<file path="src/wcca_defs.svh">
// Constants of the write CRC check and alert block
// Operation
// - x8 burst-chop-four: column bit two low picks lower nibbles and mask bits 64-67, else upper
// - x4 and x16 trees use the same nibble choice by column bit two
// - Each x8 tree takes 32 data bits as inputs, 36 with the mask function on
// - Column bit two high feeds bits 7..4 into tree positions 3..0, every lane
// - Compare computed and received CRC; start error handling the clock after a mismatch
// - CRC errors share the active-low alert output with CA parity errors
// - CRC alert is a short pulse, ten clocks at most; parity holds over 45; here errors during a CRC pulse restart it and can pass ten
// - Alert asserts a fixed latency after the erroneous write data
// - A CRC error sets the status bit, bit 3 of mode register five
// - Setting the status bit also sets the error-log flag, bit 7 of page one
// - Status and log stay set until a mode register set writes bit 3 to 0
// - Pulse width runs from driver pulling low until driver release
`ifndef WCCA_DEFS_SVH
`define WCCA_DEFS_SVH

`define WCCA_CLK_PERIOD_NS    50
`define WCCA_ALERT_LAT_NS     13
`define WCCA_ALERT_PW_MIN_CK  6
`define WCCA_ALERT_PW_MAX_CK  10
`define WCCA_ALERT_PW_CK      8
`define WCCA_PARITY_PW_MIN_CK 46
`define WCCA_PARITY_PW_CK     48
`define WCCA_MODE_FIVE_ADDR   3'h5
`define WCCA_STATUS_POS       3
`define WCCA_LOG_FLAG_POS     7
`define WCCA_TREE_BITS        72
`define WCCA_LANE_BITS        8
`define WCCA_CRC_POLY         8'h07
`define WCCA_STATUS_RST       1'b0

`endif

</file>
<file path="src/wcca_pkg.sv">
// Types shared by the write CRC check and alert block
package wcca_pkg;

  typedef struct packed {
    logic         col_bit_two; // Column address bit two of the write
    logic [143:0] data;        // Logical data bits D[143:0]
    logic [15:0]  crc;         // Received CRC bits, tree 1 in the upper byte
  } wcca_wr_t;

  typedef struct packed {
    logic [2:0]  mr_sel;       // Mode register addressed
    logic [13:0] opcode;       // Mode register contents
  } wcca_mrs_t;

  typedef enum logic [1:0] {
    WCCA_IDLE  = 2'b00,
    WCCA_DELAY = 2'b01,
    WCCA_LOW   = 2'b10
  } wcca_pulse_state_t;

  // Bit-serial form of the x^8+x^2+x+1 tree, highest index first
  function automatic logic [7:0] wcca_crc8(input logic [71:0] d);
    logic [7:0] c;
    logic       fb;
    c = 8'h00;
    for (int i = 71; i >= 0; i--) begin
      fb = c[7] ^ d[i];
      c  = {c[6:0], 1'b0} ^ (fb ? 8'h07 : 8'h00);
    end
    return c;
  endfunction

endpackage

</file>
<file path="src/wcca_alert_pulse.sv">
// Delayed alert pulse generator for CRC errors, PW_CK wide, restarted by an error during the pulse
`timescale 1ns/1ps
`include "wcca_defs.svh"
module wcca_alert_pulse
  import wcca_pkg::*;
#(
  parameter int LAT_CK = 1,
  parameter int PW_CK  = `WCCA_ALERT_PW_CK
) (
  input  wire logic mclk_i,  // Command clock
  input  wire logic rst_n_i, // Synchronous reset, active low
  input  wire logic trig_i,  // One-cycle error start
  output logic      low_o    // High while the alert is to be pulled low
);

  generate
    if (LAT_CK < 1 || LAT_CK > 255 || PW_CK < `WCCA_ALERT_PW_MIN_CK || PW_CK > `WCCA_ALERT_PW_MAX_CK) begin : g_chk
      $error("wcca_alert_pulse: latency or pulse width out of range");
    end
  endgenerate

  localparam logic [7:0] LAT_LOAD = 8'(LAT_CK - 1);
  localparam logic [7:0] PW_LOAD  = 8'(PW_CK - 1);

  wcca_pulse_state_t state_reg;
  logic [7:0]        cnt_reg;

  always_ff @(posedge mclk_i) begin
    if (!rst_n_i) begin
      state_reg <= WCCA_IDLE;
      cnt_reg   <= 8'h00;
      low_o     <= 1'b0;
    end else begin
      unique case (state_reg)
        WCCA_IDLE: begin
          if (trig_i) begin
            state_reg <= (LAT_LOAD == 8'h00) ? WCCA_LOW : WCCA_DELAY;
            cnt_reg   <= (LAT_LOAD == 8'h00) ? PW_LOAD : LAT_LOAD;
            low_o     <= (LAT_LOAD == 8'h00);
          end
        end
        WCCA_DELAY: begin
          if (cnt_reg == 8'h00) begin
            state_reg <= WCCA_LOW;
            cnt_reg   <= PW_LOAD;
            low_o     <= 1'b1;
          end else begin
            cnt_reg <= cnt_reg - 8'h01;
          end
        end
        WCCA_LOW: begin
          if (trig_i) begin
            cnt_reg <= PW_LOAD; // Back-to-back errors stretch the pulse
          end else if (cnt_reg == 8'h00) begin
            state_reg <= WCCA_IDLE;
            low_o     <= 1'b0;
          end else begin
            cnt_reg <= cnt_reg - 8'h01;
          end
        end
        default: begin
          state_reg <= WCCA_IDLE;
          cnt_reg   <= 8'h00;
          low_o     <= 1'b0;
        end
      endcase
    end
  end

endmodule

</file>
<file path="src/wcca_top.sv">
// Write CRC check, error status and shared alert driver
`timescale 1ns/1ps
`include "wcca_defs.svh"
module wcca_top
  import wcca_pkg::*;
#(
  parameter int DQ_W      = 8,
  parameter int ALERT_PW  = `WCCA_ALERT_PW_CK,
  parameter int PARITY_PW = `WCCA_PARITY_PW_CK
) (
  input  wire logic      mclk_i,        // Command clock, 20 MHz
  input  wire logic      rst_n_i,       // Synchronous reset, active low
  input  wire logic      wr_valid_i,    // One-cycle strobe: burst-chop-four write complete
  input  wire wcca_wr_t  wr_i,          // Write data, CRC and column bit two
  input  wire logic      crc_wr_en_i,   // Write CRC enabled
  input  wire logic      mask_fn_en_i,  // Write mask or bus inversion function enabled
  input  wire logic      mrs_valid_i,   // One-cycle mode register set command
  input  wire wcca_mrs_t mrs_i,         // Mode register set address and opcode
  input  wire logic      parity_err_i,  // One-cycle CA parity error event
  output logic           alert_out_o,   // Alert pin output value, always low
  output logic           alert_oe_o,    // Alert pin driver enable, high pulls low
  output logic           crc_status_o,  // Error status bit of mode register five
  output logic           crc_log_o,     // Error-log flag of purpose page register three
  output logic           crc_err_o,     // One-cycle pulse per detected CRC error
  output logic           wr_commit_o,   // One-cycle pulse: checked write may go to the core
  output logic           wr_discard_o   // One-cycle pulse: checked write is dropped
);

  localparam int NTREE  = (DQ_W == 16) ? 2 : 1;
  localparam int NLANE  = (DQ_W == 4) ? 4 : 8;
  localparam int LAT_CK = (`WCCA_ALERT_LAT_NS / `WCCA_CLK_PERIOD_NS) < 1 ? 1
                          : (`WCCA_ALERT_LAT_NS / `WCCA_CLK_PERIOD_NS);
  localparam logic [7:0] PAR_LOAD = 8'(PARITY_PW);

  generate
    if (!(DQ_W == 4 || DQ_W == 8 || DQ_W == 16)) begin : g_chk_w
      $error("wcca_top: DQ_W must be 4, 8 or 16");
    end
    if (PARITY_PW < `WCCA_PARITY_PW_MIN_CK || PARITY_PW > 255) begin : g_chk_p
      $error("wcca_top: parity pulse width out of range");
    end
  endgenerate

  // Builds the 72 tree inputs of one tree: the nibble of each lane chosen by
  // column bit two lands in positions 3..0, the rest is filled with ones
  function automatic logic [71:0] tree_inputs(input logic [71:0] d,
                                              input logic        cb2,
                                              input logic        mask_en,
                                              input int          lanes);
    logic [71:0] t;
    t = {72{1'b1}};
    for (int l = 0; l < 9; l++) begin
      for (int k = 0; k < 4; k++) begin
        if (l < lanes) begin
          t[l*8 + k] = cb2 ? d[l*8 + 4 + k] : d[l*8 + k];
        end else if (l == 8 && lanes == 8 && mask_en) begin
          t[64 + k] = cb2 ? d[68 + k] : d[64 + k];
        end
      end
    end
    return t;
  endfunction

  // Stage 1: tree result and received CRC
  logic             s1_valid_reg;
  logic             s1_mask_reg;
  logic [15:0]      s1_calc_reg;
  logic [15:0]      s1_rx_reg;
  logic [15:0]      calc_next;

  always_comb begin
    calc_next = 16'h0000;
    for (int t = 0; t < NTREE; t++) begin
      calc_next[t*8 +: 8] = wcca_crc8(tree_inputs(wr_i.data[t*72 +: 72], wr_i.col_bit_two,
                                                  mask_fn_en_i, NLANE));
    end
  end

  always_ff @(posedge mclk_i) begin
    if (!rst_n_i) begin
      s1_valid_reg <= 1'b0;
      s1_mask_reg  <= 1'b0;
      s1_calc_reg  <= 16'h0000;
      s1_rx_reg    <= 16'h0000;
    end else begin
      s1_valid_reg <= wr_valid_i && crc_wr_en_i;
      s1_mask_reg  <= mask_fn_en_i;
      if (wr_valid_i && crc_wr_en_i) begin
        s1_calc_reg <= calc_next;
        s1_rx_reg   <= (NTREE == 2) ? wr_i.crc : {8'h00, wr_i.crc[7:0]};
      end
    end
  end

  // Stage 2: mismatch detected on this edge
  logic mismatch_reg;

  always_ff @(posedge mclk_i) begin
    if (!rst_n_i) begin
      mismatch_reg <= 1'b0;
    end else begin
      mismatch_reg <= s1_valid_reg && (s1_calc_reg != s1_rx_reg);
    end
  end

  // Only checked writes commit or drop; a mismatch drops the write only with the mask function on
  always_ff @(posedge mclk_i) begin
    if (!rst_n_i) begin
      wr_commit_o  <= 1'b0;
      wr_discard_o <= 1'b0;
    end else begin
      wr_commit_o  <= s1_valid_reg && ((s1_calc_reg == s1_rx_reg) || !s1_mask_reg);
      wr_discard_o <= s1_valid_reg && (s1_calc_reg != s1_rx_reg) && s1_mask_reg;
    end
  end

  // Error process starts the clock after the mismatch
  always_ff @(posedge mclk_i) begin
    if (!rst_n_i) begin
      crc_err_o <= 1'b0;
    end else begin
      crc_err_o <= mismatch_reg;
    end
  end

  // Status bit and log flag: hardware set wins over a clearing command
  logic status_clr;
  assign status_clr = mrs_valid_i && (mrs_i.mr_sel == `WCCA_MODE_FIVE_ADDR)
                      && !mrs_i.opcode[`WCCA_STATUS_POS];

  always_ff @(posedge mclk_i) begin
    if (!rst_n_i) begin
      crc_status_o <= `WCCA_STATUS_RST;
    end else if (mismatch_reg) begin
      crc_status_o <= 1'b1;
    end else if (status_clr) begin
      crc_status_o <= 1'b0;
    end
  end

  always_ff @(posedge mclk_i) begin
    if (!rst_n_i) begin
      crc_log_o <= `WCCA_STATUS_RST;
    end else if (mismatch_reg) begin
      crc_log_o <= 1'b1;
    end else if (status_clr) begin
      crc_log_o <= 1'b0;
    end
  end

  // CRC alert pulse after the fixed latency
  logic crc_low;

  wcca_alert_pulse #(
    .LAT_CK (LAT_CK),
    .PW_CK  (ALERT_PW)
  ) u_pulse (
    .mclk_i  (mclk_i),
    .rst_n_i (rst_n_i),
    .trig_i  (mismatch_reg),
    .low_o   (crc_low)
  );

  // CA parity hold, long enough to be told apart from a CRC pulse
  logic [7:0] par_cnt_reg;

  always_ff @(posedge mclk_i) begin
    if (!rst_n_i) begin
      par_cnt_reg <= 8'h00;
    end else if (parity_err_i) begin
      par_cnt_reg <= PAR_LOAD;
    end else if (par_cnt_reg != 8'h00) begin
      par_cnt_reg <= par_cnt_reg - 8'h01;
    end
  end

  // Open-drain alert: value low, enable while either source pulls down
  always_ff @(posedge mclk_i) begin
    if (!rst_n_i) begin
      alert_out_o <= 1'b0;
      alert_oe_o  <= 1'b0;
    end else begin
      alert_out_o <= 1'b0;
      alert_oe_o  <= crc_low || (par_cnt_reg != 8'h00);
    end
  end

endmodule

</file>
<file path="config.mk">
export PLATFORM = sky130hd
export DESIGN_NAME = wcca_top
export DESIGN_NICKNAME = d
export VERILOG_FILES = /design/src/wcca_pkg.sv /design/src/wcca_alert_pulse.sv /design/src/wcca_top.sv
export VERILOG_INCLUDE_DIRS = /design/src
export SDC_FILE = /design/constraint.sdc
export NUM_CORES = 1
export LEC_CHECK = 0
export BUFFER_PORTS_ARGS = -buffer_cell sky130_fd_sc_hd__buf_2
export CAP_MARGIN = 20
export CORE_ASPECT_RATIO = 0.7
export CORE_UTILIZATION = 47
export DETAILED_ROUTE_END_ITERATION = 10
export GPL_TIMING_DRIVEN = 0
export PLACE_DENSITY = 0.92
export SLEW_MARGIN = 15
export SYNTH_ARGS = -nofsm -noshare
export SYNTH_HDL_FRONTEND = slang
export SYNTH_SLANG_ARGS = --single-unit
</file>
<file path="constraint.sdc">
create_clock -name mclk_i -period 4 [get_ports mclk_i]
set_input_delay 0.8 -clock mclk_i [delete_from_list [all_inputs] [get_ports mclk_i]]
set_output_delay 0.8 -clock mclk_i [all_outputs]
set_load 0.03 [all_outputs]
</file>
### Yosys cells after proc, flatten, opt, wreduce, memory -nomap -nowiden

Index checks and enable logic that the tools add are counted.

| cells by class | value |
|---|---|
| eq/ne operators | 10 |
| reductions and logical operators | 18 |
| muxes and demuxes | 127 |
| bitwise logic cells | 104 |
| add/subtract/negate cells | 2 |

Operators with widths:

| kind | count |
|---|---|
| 8-bit by 3-bit bitwise XOR with 8-bit output | 67 |
| 3-bit two-way mux | 68 |
| 1-bit two-way mux | 46 |
| 1-bit bitwise XOR | 34 |
| 8-bit two-way mux | 4 |
| 8-bit one-hot mux with 3 select lines | 1 |
| 8-bit by 1-bit subtractor with 8-bit output (second input constant) | 2 |
| 6-bit two-way mux | 2 |
| 8-bit == test | 1 |
| 8-bit zero test | 1 |
| 2-bit two-way mux | 4 |
| 8-bit != test | 1 |
| 8-bit nonzero test | 1 |
| 1-bit logical AND | 6 |
| 2-bit one-hot mux with 3 select lines | 1 |
| 2-bit by 1-bit != test with 1-bit output (second input constant) | 2 |
| 2-bit != test (second input constant) | 2 |
| 1-bit inverter with 4-bit output | 1 |
| 4-bit AND reduction | 1 |
| 2-bit nonzero test | 2 |
| 3-bit == test (second input constant) | 1 |
| 3-bit != test (second input constant) | 1 |
| 1-bit one-hot mux with 3 select lines | 1 |
| 2-bit by 1-bit == test with 1-bit output (second input constant) | 1 |
| other kinds (8) | 10 |

| word-level totals | value |
|---|---|
| output and inout port bits | 7 |
| bits of input ports | 185 |
| register bits after elaboration | 43 |

### Logic depth before layout (Yosys ltp)

| depth | value |
|---|---|
| word-level depth | 171 |
| depth in mapped cells | 15 |

### Hierarchy

A second synthesis with hierarchy kept.

| second synthesis, totals | value |
|---|---|
| cell total of the unflattened synthesis | 438 |
| area total of the unflattened synthesis | 4053.9 µm² |

By module, submodules not included:

| module | instances | cells each | area an instance (µm²) |
|---|---|---|---|
| wcca_top | 1 | 383 | 3552.2 |
| wcca_alert_pulse | 1 | 55 | 501.7 |

### Least setup slack after synthesis

OpenSTA, ideal clock, no wires.

| timing path | value |
|---|---|
| path type | input to register |
| start | input wr_i[65] (netlist name) |
| end | register s1_calc_reg[3] |
| arrival time | 3.648 ns |
| slack | 0.231 ns |
| stages on the path | 11 |
| data required time | 3.879 ns |
| setup time | 0.121 ns |
| path buffers | 0 |
| cells stage by stage | nor3b_1 -> a31o_1 -> a221oi_4 -> xor3_1 -> xnor2_1 -> xnor3_2 -> xnor2_4 -> xnor2_2 -> xnor3_1 -> xnor2_1 -> a21oi_1 |

| between the ends | value |
|---|---|
| word-level cells in the longest chain between the ends | 65 |
| elaborated cells between the ends (all ways) | 109 |
| classes of those cells | mux (37); bitwise (72) |

RTL lines:

| item | RTL line | text |
|---|---|---|
| start: declaration | wcca_top.sv:14 | `input wire wcca_wr_t wr_i,` |
| 1-bit two-way mux * | wcca_top.sv:55 | `t[l*8 + k] = cb2 ? d[l*8 + 4 + k] : d[l*8 + k];` |
| 1-bit bitwise XOR * | wcca_pkg.sv:27 | `fb = c[7] ^ d[i];` |
| 3-bit two-way mux * | wcca_pkg.sv:28 | `c = {c[6:0], 1'b0} ^ (fb ? 8'h07 : 8'h00);` |
| 8-bit by 3-bit bitwise XOR with 8-bit output * (6 in series) | wcca_pkg.sv:28 |  |
| 1-bit bitwise XOR or 8-bit by 3-bit bitwise XOR with 8-bit output (tied branches) | wcca_pkg.sv:27, wcca_pkg.sv:28 |  |
| 3-bit two-way mux (tied with other cells) | wcca_pkg.sv:28 |  |
| 8-bit by 3-bit bitwise XOR with 8-bit output * (8 in series) | wcca_pkg.sv:28 |  |
| 1-bit bitwise XOR or 8-bit by 3-bit bitwise XOR with 8-bit output (tied branches) | wcca_pkg.sv:27, wcca_pkg.sv:28 |  |
| (+20 left out) | -- |  |
| 3-bit two-way mux (tied with other cells) | wcca_pkg.sv:28 |  |
| 8-bit by 3-bit bitwise XOR with 8-bit output * (8 in series) | wcca_pkg.sv:28 |  |
| 1-bit bitwise XOR or 8-bit by 3-bit bitwise XOR with 8-bit output (tied branches) | wcca_pkg.sv:27, wcca_pkg.sv:28 |  |
| 3-bit two-way mux (tied with other cells) | wcca_pkg.sv:28 |  |
| 8-bit by 3-bit bitwise XOR with 8-bit output * (8 in series) | wcca_pkg.sv:28 |  |
| 1-bit bitwise XOR or 8-bit by 3-bit bitwise XOR with 8-bit output (tied branches) | wcca_pkg.sv:27, wcca_pkg.sv:28 |  |
| 3-bit two-way mux (tied with other cells) | wcca_pkg.sv:28 |  |
| 8-bit by 3-bit bitwise XOR with 8-bit output * (4 in series) | wcca_pkg.sv:28 |  |
| end signal: assignment | wcca_top.sv:89 | `s1_calc_reg <= calc_next;` |
| end: declaration | wcca_top.sv:67 | `logic [15:0] s1_calc_reg;` |

Mark *: on every way between the ends. The rest lies on a longest branch, timed or not.
A chain may end at the register's enable or synchronous reset.

### Final worst setup path

| timing path | value |
|---|---|
| start | input wr_i[160] (netlist name) |
| end | register s1_calc_reg[6] |

| between the ends | value |
|---|---|
| word-level cells in the longest chain between the ends | 86 |
| elaborated cells between the ends (all ways) | 189 |
| classes of those cells | mux (92); bitwise (97) |

RTL lines:

| item | RTL line | text |
|---|---|---|
| 1-bit two-way mux | wcca_top.sv:57 | `t[64 + k] = cb2 ? d[68 + k] : d[64 + k];` |
| 1-bit two-way mux | wcca_top.sv:56 | `end else if (l == 8 && lanes == 8 && mask_en) begin` |
| 1-bit bitwise XOR or 3-bit two-way mux (tied branches) | wcca_pkg.sv:27, wcca_pkg.sv:28 |  |
| 3-bit two-way mux or 1-bit inverter with 4-bit output (tied branches) | -- |  |
| 8-bit by 3-bit bitwise XOR with 8-bit output (6 in series) | wcca_pkg.sv:28 |  |
| 8-bit by 3-bit bitwise XOR with 8-bit output or 3-bit two-way mux (tied branches) | wcca_pkg.sv:28 |  |
| 1-bit bitwise XOR or 8-bit by 3-bit bitwise XOR with 8-bit output (tied branches) | wcca_pkg.sv:27, wcca_pkg.sv:28 |  |
| 3-bit two-way mux (tied with other cells) | wcca_pkg.sv:28 |  |
| (+52 left out) | -- |  |
| 8-bit by 3-bit bitwise XOR with 8-bit output or 3-bit two-way mux (tied branches) | wcca_pkg.sv:28 |  |
| 8-bit by 3-bit bitwise XOR with 8-bit output (5 in series) | wcca_pkg.sv:28 |  |
| 1-bit bitwise XOR or 8-bit by 3-bit bitwise XOR with 8-bit output (tied branches) | wcca_pkg.sv:27, wcca_pkg.sv:28 |  |
| 3-bit two-way mux or 1-bit bitwise XOR (tied branches) | wcca_pkg.sv:28, wcca_pkg.sv:27 |  |
| 8-bit by 3-bit bitwise XOR with 8-bit output or 3-bit two-way mux (tied branches) | wcca_pkg.sv:28 |  |
| 8-bit by 3-bit bitwise XOR with 8-bit output * (5 in series) | wcca_pkg.sv:28 |  |
| 3-bit two-way mux or 8-bit by 3-bit bitwise XOR with 8-bit output (tied branches) | wcca_pkg.sv:28 |  |
| 8-bit by 3-bit bitwise XOR with 8-bit output * (6 in series) | wcca_pkg.sv:28 |  |

Marks and branches as above.

==> key figures <==
Floorplanning
  – Io pins: 192
  – Initial Util: 0.501
  – Die Footprint: ~8400 µm²
  – Die height: 76.9 µm
  – Die width: 109 µm
  – Core area: 7510 µm²
  – # rows: 26

Global routing
  – Total GRT Usage: 0.223
  – Number of global-route vias before repair: 3126
  – First-pass GRT wire length: roughly 15000 µm
  – Gr ovfl total: 0
  – Largest net degree at the start of global routing: 14
  – Initial antenna violation count: 0

Pwr
  – Cell Pwr Density: 1100 nW/µm²
  – LEAKAGE: ~2.1 nW
  – Worst IR Drop VDD: 1.11 mV

Route
  – Antenna viol nets, final: 0
  – Vias: 3119
  – First-pass iteration count of the detailed router: 4
  – Final wirelength: 9140 µm
  – DR WL/cell: 15.2 µm
  – # DRC: 0
  – DRT iter0 DRCs: 187
  – Number of vias per cell: between 5 and 6

Layout
  – Commonest non-fill, non-tap cell in the layout: buf_2
  – Most frequent cells in the layout: 99 x buf_2, 63 x xnor2_1, 41 x dfxtp_1
  – Layout fillers: around 620
  – Layout area overhead: 22.1%
  – Ant diodes: 0
  – Fraction of layout cells with a size suffix above 1: 0.317
  – Final nets: 690

Setup path
  – Worst Setup Start Kind: input port
  – CP endpoint kind: register
  – WP data arrival: roughly 4.1 ns
  – Critical Path Fanout Max: 10
  – CP Class: in -> reg
  – Worst path required time: approximately 4.2 ns

STA
  – Pin slew with the least headroom to its limit: 0.470 ns
  – Hold Vio Cnt, Final: 0
  – Final WS setup: 0.117 ns
  – Final Slew Violations: 0
  – Post-route clock period utilization: 0.971
  – Slew headroom: 0.678
  – Clk_skew: 0.00682 ns
  – Setup tns final: 0 ns
  – Setup violations, final: 0
  – Fmax: 258 MHz
  – Tmin final: between 3 and 4 ns

Placed design
  – Gp weighted congestion: 0.834
  – Post-place setup slack: -0.304 ns
  – HPWL after detailed placement: 7150 µm
  – PortBufs: 96

Yosys
  – Register area share after synthesis: 0.218
  – Ys flop type: dfxtp_1
  – Synth Area per Inst: 9.61 µm²
  – Post-synth EDFFs: 0
  – Mapped Cells: 392
  – Mapped cell area: 3770 µm²
  – Synth cell types: 53
  – YS warnings: 0
  – Syn_nets: around 580
  – Post-synth ARST share: 0
  – Yosys reg bits: just over 40

Run status
  – Status: finished clean

Min path
  – Hold Crit Class: reg -> reg

Clock tree
  – CTS buffer count: 5
  – Clk root buf: clkbuf_16
  – Number of H-tree levels: 2
  – Clk Latency, worst-skew pair: 0.28 ns
  – CTS tree: built
  – Reg clk slew, reported paths: 0.06 ns
  – Worst-case clock buffer depth: 2
  – CTS Sinks: between 40 and 50
  – Cts hold-fix bufs: 0

Job
  – MaxCap Viol Count: 0
-- path summary, 6_finish.rpt --
path | from | cells after the start | slack (ns) | end
worst max-delay path | wr_i[160] | 14 | 0.12 | s1_calc_reg[6]
worst min-delay path | s1_mask_reg | 2 | 0.43 | wr_discard_o
worst max register to register | u_pulse.cnt_reg[3] | 7 | 1.92 | u_pulse.cnt_reg[5]
worst min register to register | s1_mask_reg | 2 | 0.43 | wr_discard_o
-- cell usage after synthesis (5+ instances only) --
library cell | n | area [µm²]
xnor2_1 | 67 | 587
dfxtp_1 | 41 | 821
nand2_1 | 37 | 139
xor2_1 | 37 | 324
nor2_1 | 21 | 78.8
mux2i_1 | 19 | 190
a21oi_1 | 17 | 85.1
a21boi_0 | 12 | 90.1
inv_1 | 12 | 45.0
o21ai_0 | 10 | 50.1
xnor2_2 | 10 | 163
xnor3_1 | 10 | 225
nor3_1 | 7 | 35.0
and2_1 | 5 | 31.3
xnor3_2 | 5 | 119
-- per-stage QoR --
| step | instances | hold slack [ns] | utilization | area, µm² | power [mW] |
|---|---|---|---|---|---|
| 2_1_floorplan | 392 | 0.406 | - | 3770 | 3.89 |
| 3_3_place_gp | 586 | 0.416 | 0.582 | 4370 | 4.32 |
| 3_5_place_dp | 586 | 0.429 | 0.582 | 4370 | 4.44 |
| 4_1_cts | 595 | 0.437 | 0.602 | 4520 | 4.86 |
| 5_1_grt | 600 | 0.478 | 0.612 | 4600 | 5.41 |
| 6_report | 600 | 0.435 | 0.612 | 4600 | 5.04 |
-- critical path, cell delays in order --
cell     delay (ns)
buf_2          0.12
buf_6          0.15
buf_6          0.16
buf_6          0.16
buf_6          0.15
a221o_1        0.43
xnor2_2        0.27
xnor3_1        0.49
xnor2_2        0.20
xnor2_2        0.24
xnor2_2        0.18
xnor3_1        0.45
o21ai_1        0.15
and2_1         0.14
-- timing repair --
item	in CTS	in global routing
endpoints found under the setup margin	1	2
resized for setup	1	6
pin swaps	1	5
setup buffers	1	5
-- metal layers --
| metal | up-vias | part of all wire | GRT usage |
|---|---|---|---|
| li1 | 1529 | - | - |
| met5 | - | 0 | 0 |
| met1 | 1461 | 0.45 | 0.293 |
| met2 | 116 | 0.48 | 0.385 |
| met4 | 0 | 0.012 | 0.0459 |
| met3 | 13 | 0.056 | 0.0323 |
-- power breakdown --
part | switching [mW] | leakage [nW] | total, mW | internal (mW)
registers | 0.0346 | 0.335 | 0.495 | 0.460
clock network | 0.159 | 0.0696 | 0.388 | 0.229
logic | 1.86 | 1.72 | 4.16 | 2.30
total | 2.06 | 2.13 | 5.04 | 2.98
-- final cells by class --
class | count | area, µm² | area share
Buffer | 16 | 109 | 0.0237
Clock buffer | 5 | 125 | 0.0272
Clock inverter | 3 | 17.5 | 0.00381
Inverter | 12 | 45.0 | 0.00979
Multi-Input combinational cell | 323 | 2830 | 0.616
Sequential cell | 41 | 821 | 0.178
Tap cell | 98 | 123 | 0.0267
Timing Repair Buffer | 102 | 526 | 0.114
-- kinds of logic (layout without fill, tap and decap cells) --
group | Yosys count | after routing | share of synthesized area
flops | 41 | 41 | 0.218
compound gates | 65 | 65 | 0.124
simple gates | 95 | 95 | 0.120
mux | 21 | 21 | 0.0565
other cells | 1 | 1 | 0.000995
xor+xnor | 137 | 137 | 0.427
buf+inv | 28 | 138 | 0.0408
fa+ha+maj | 4 | 4 | 0.0133
Power figures use the tool's default switching activity.
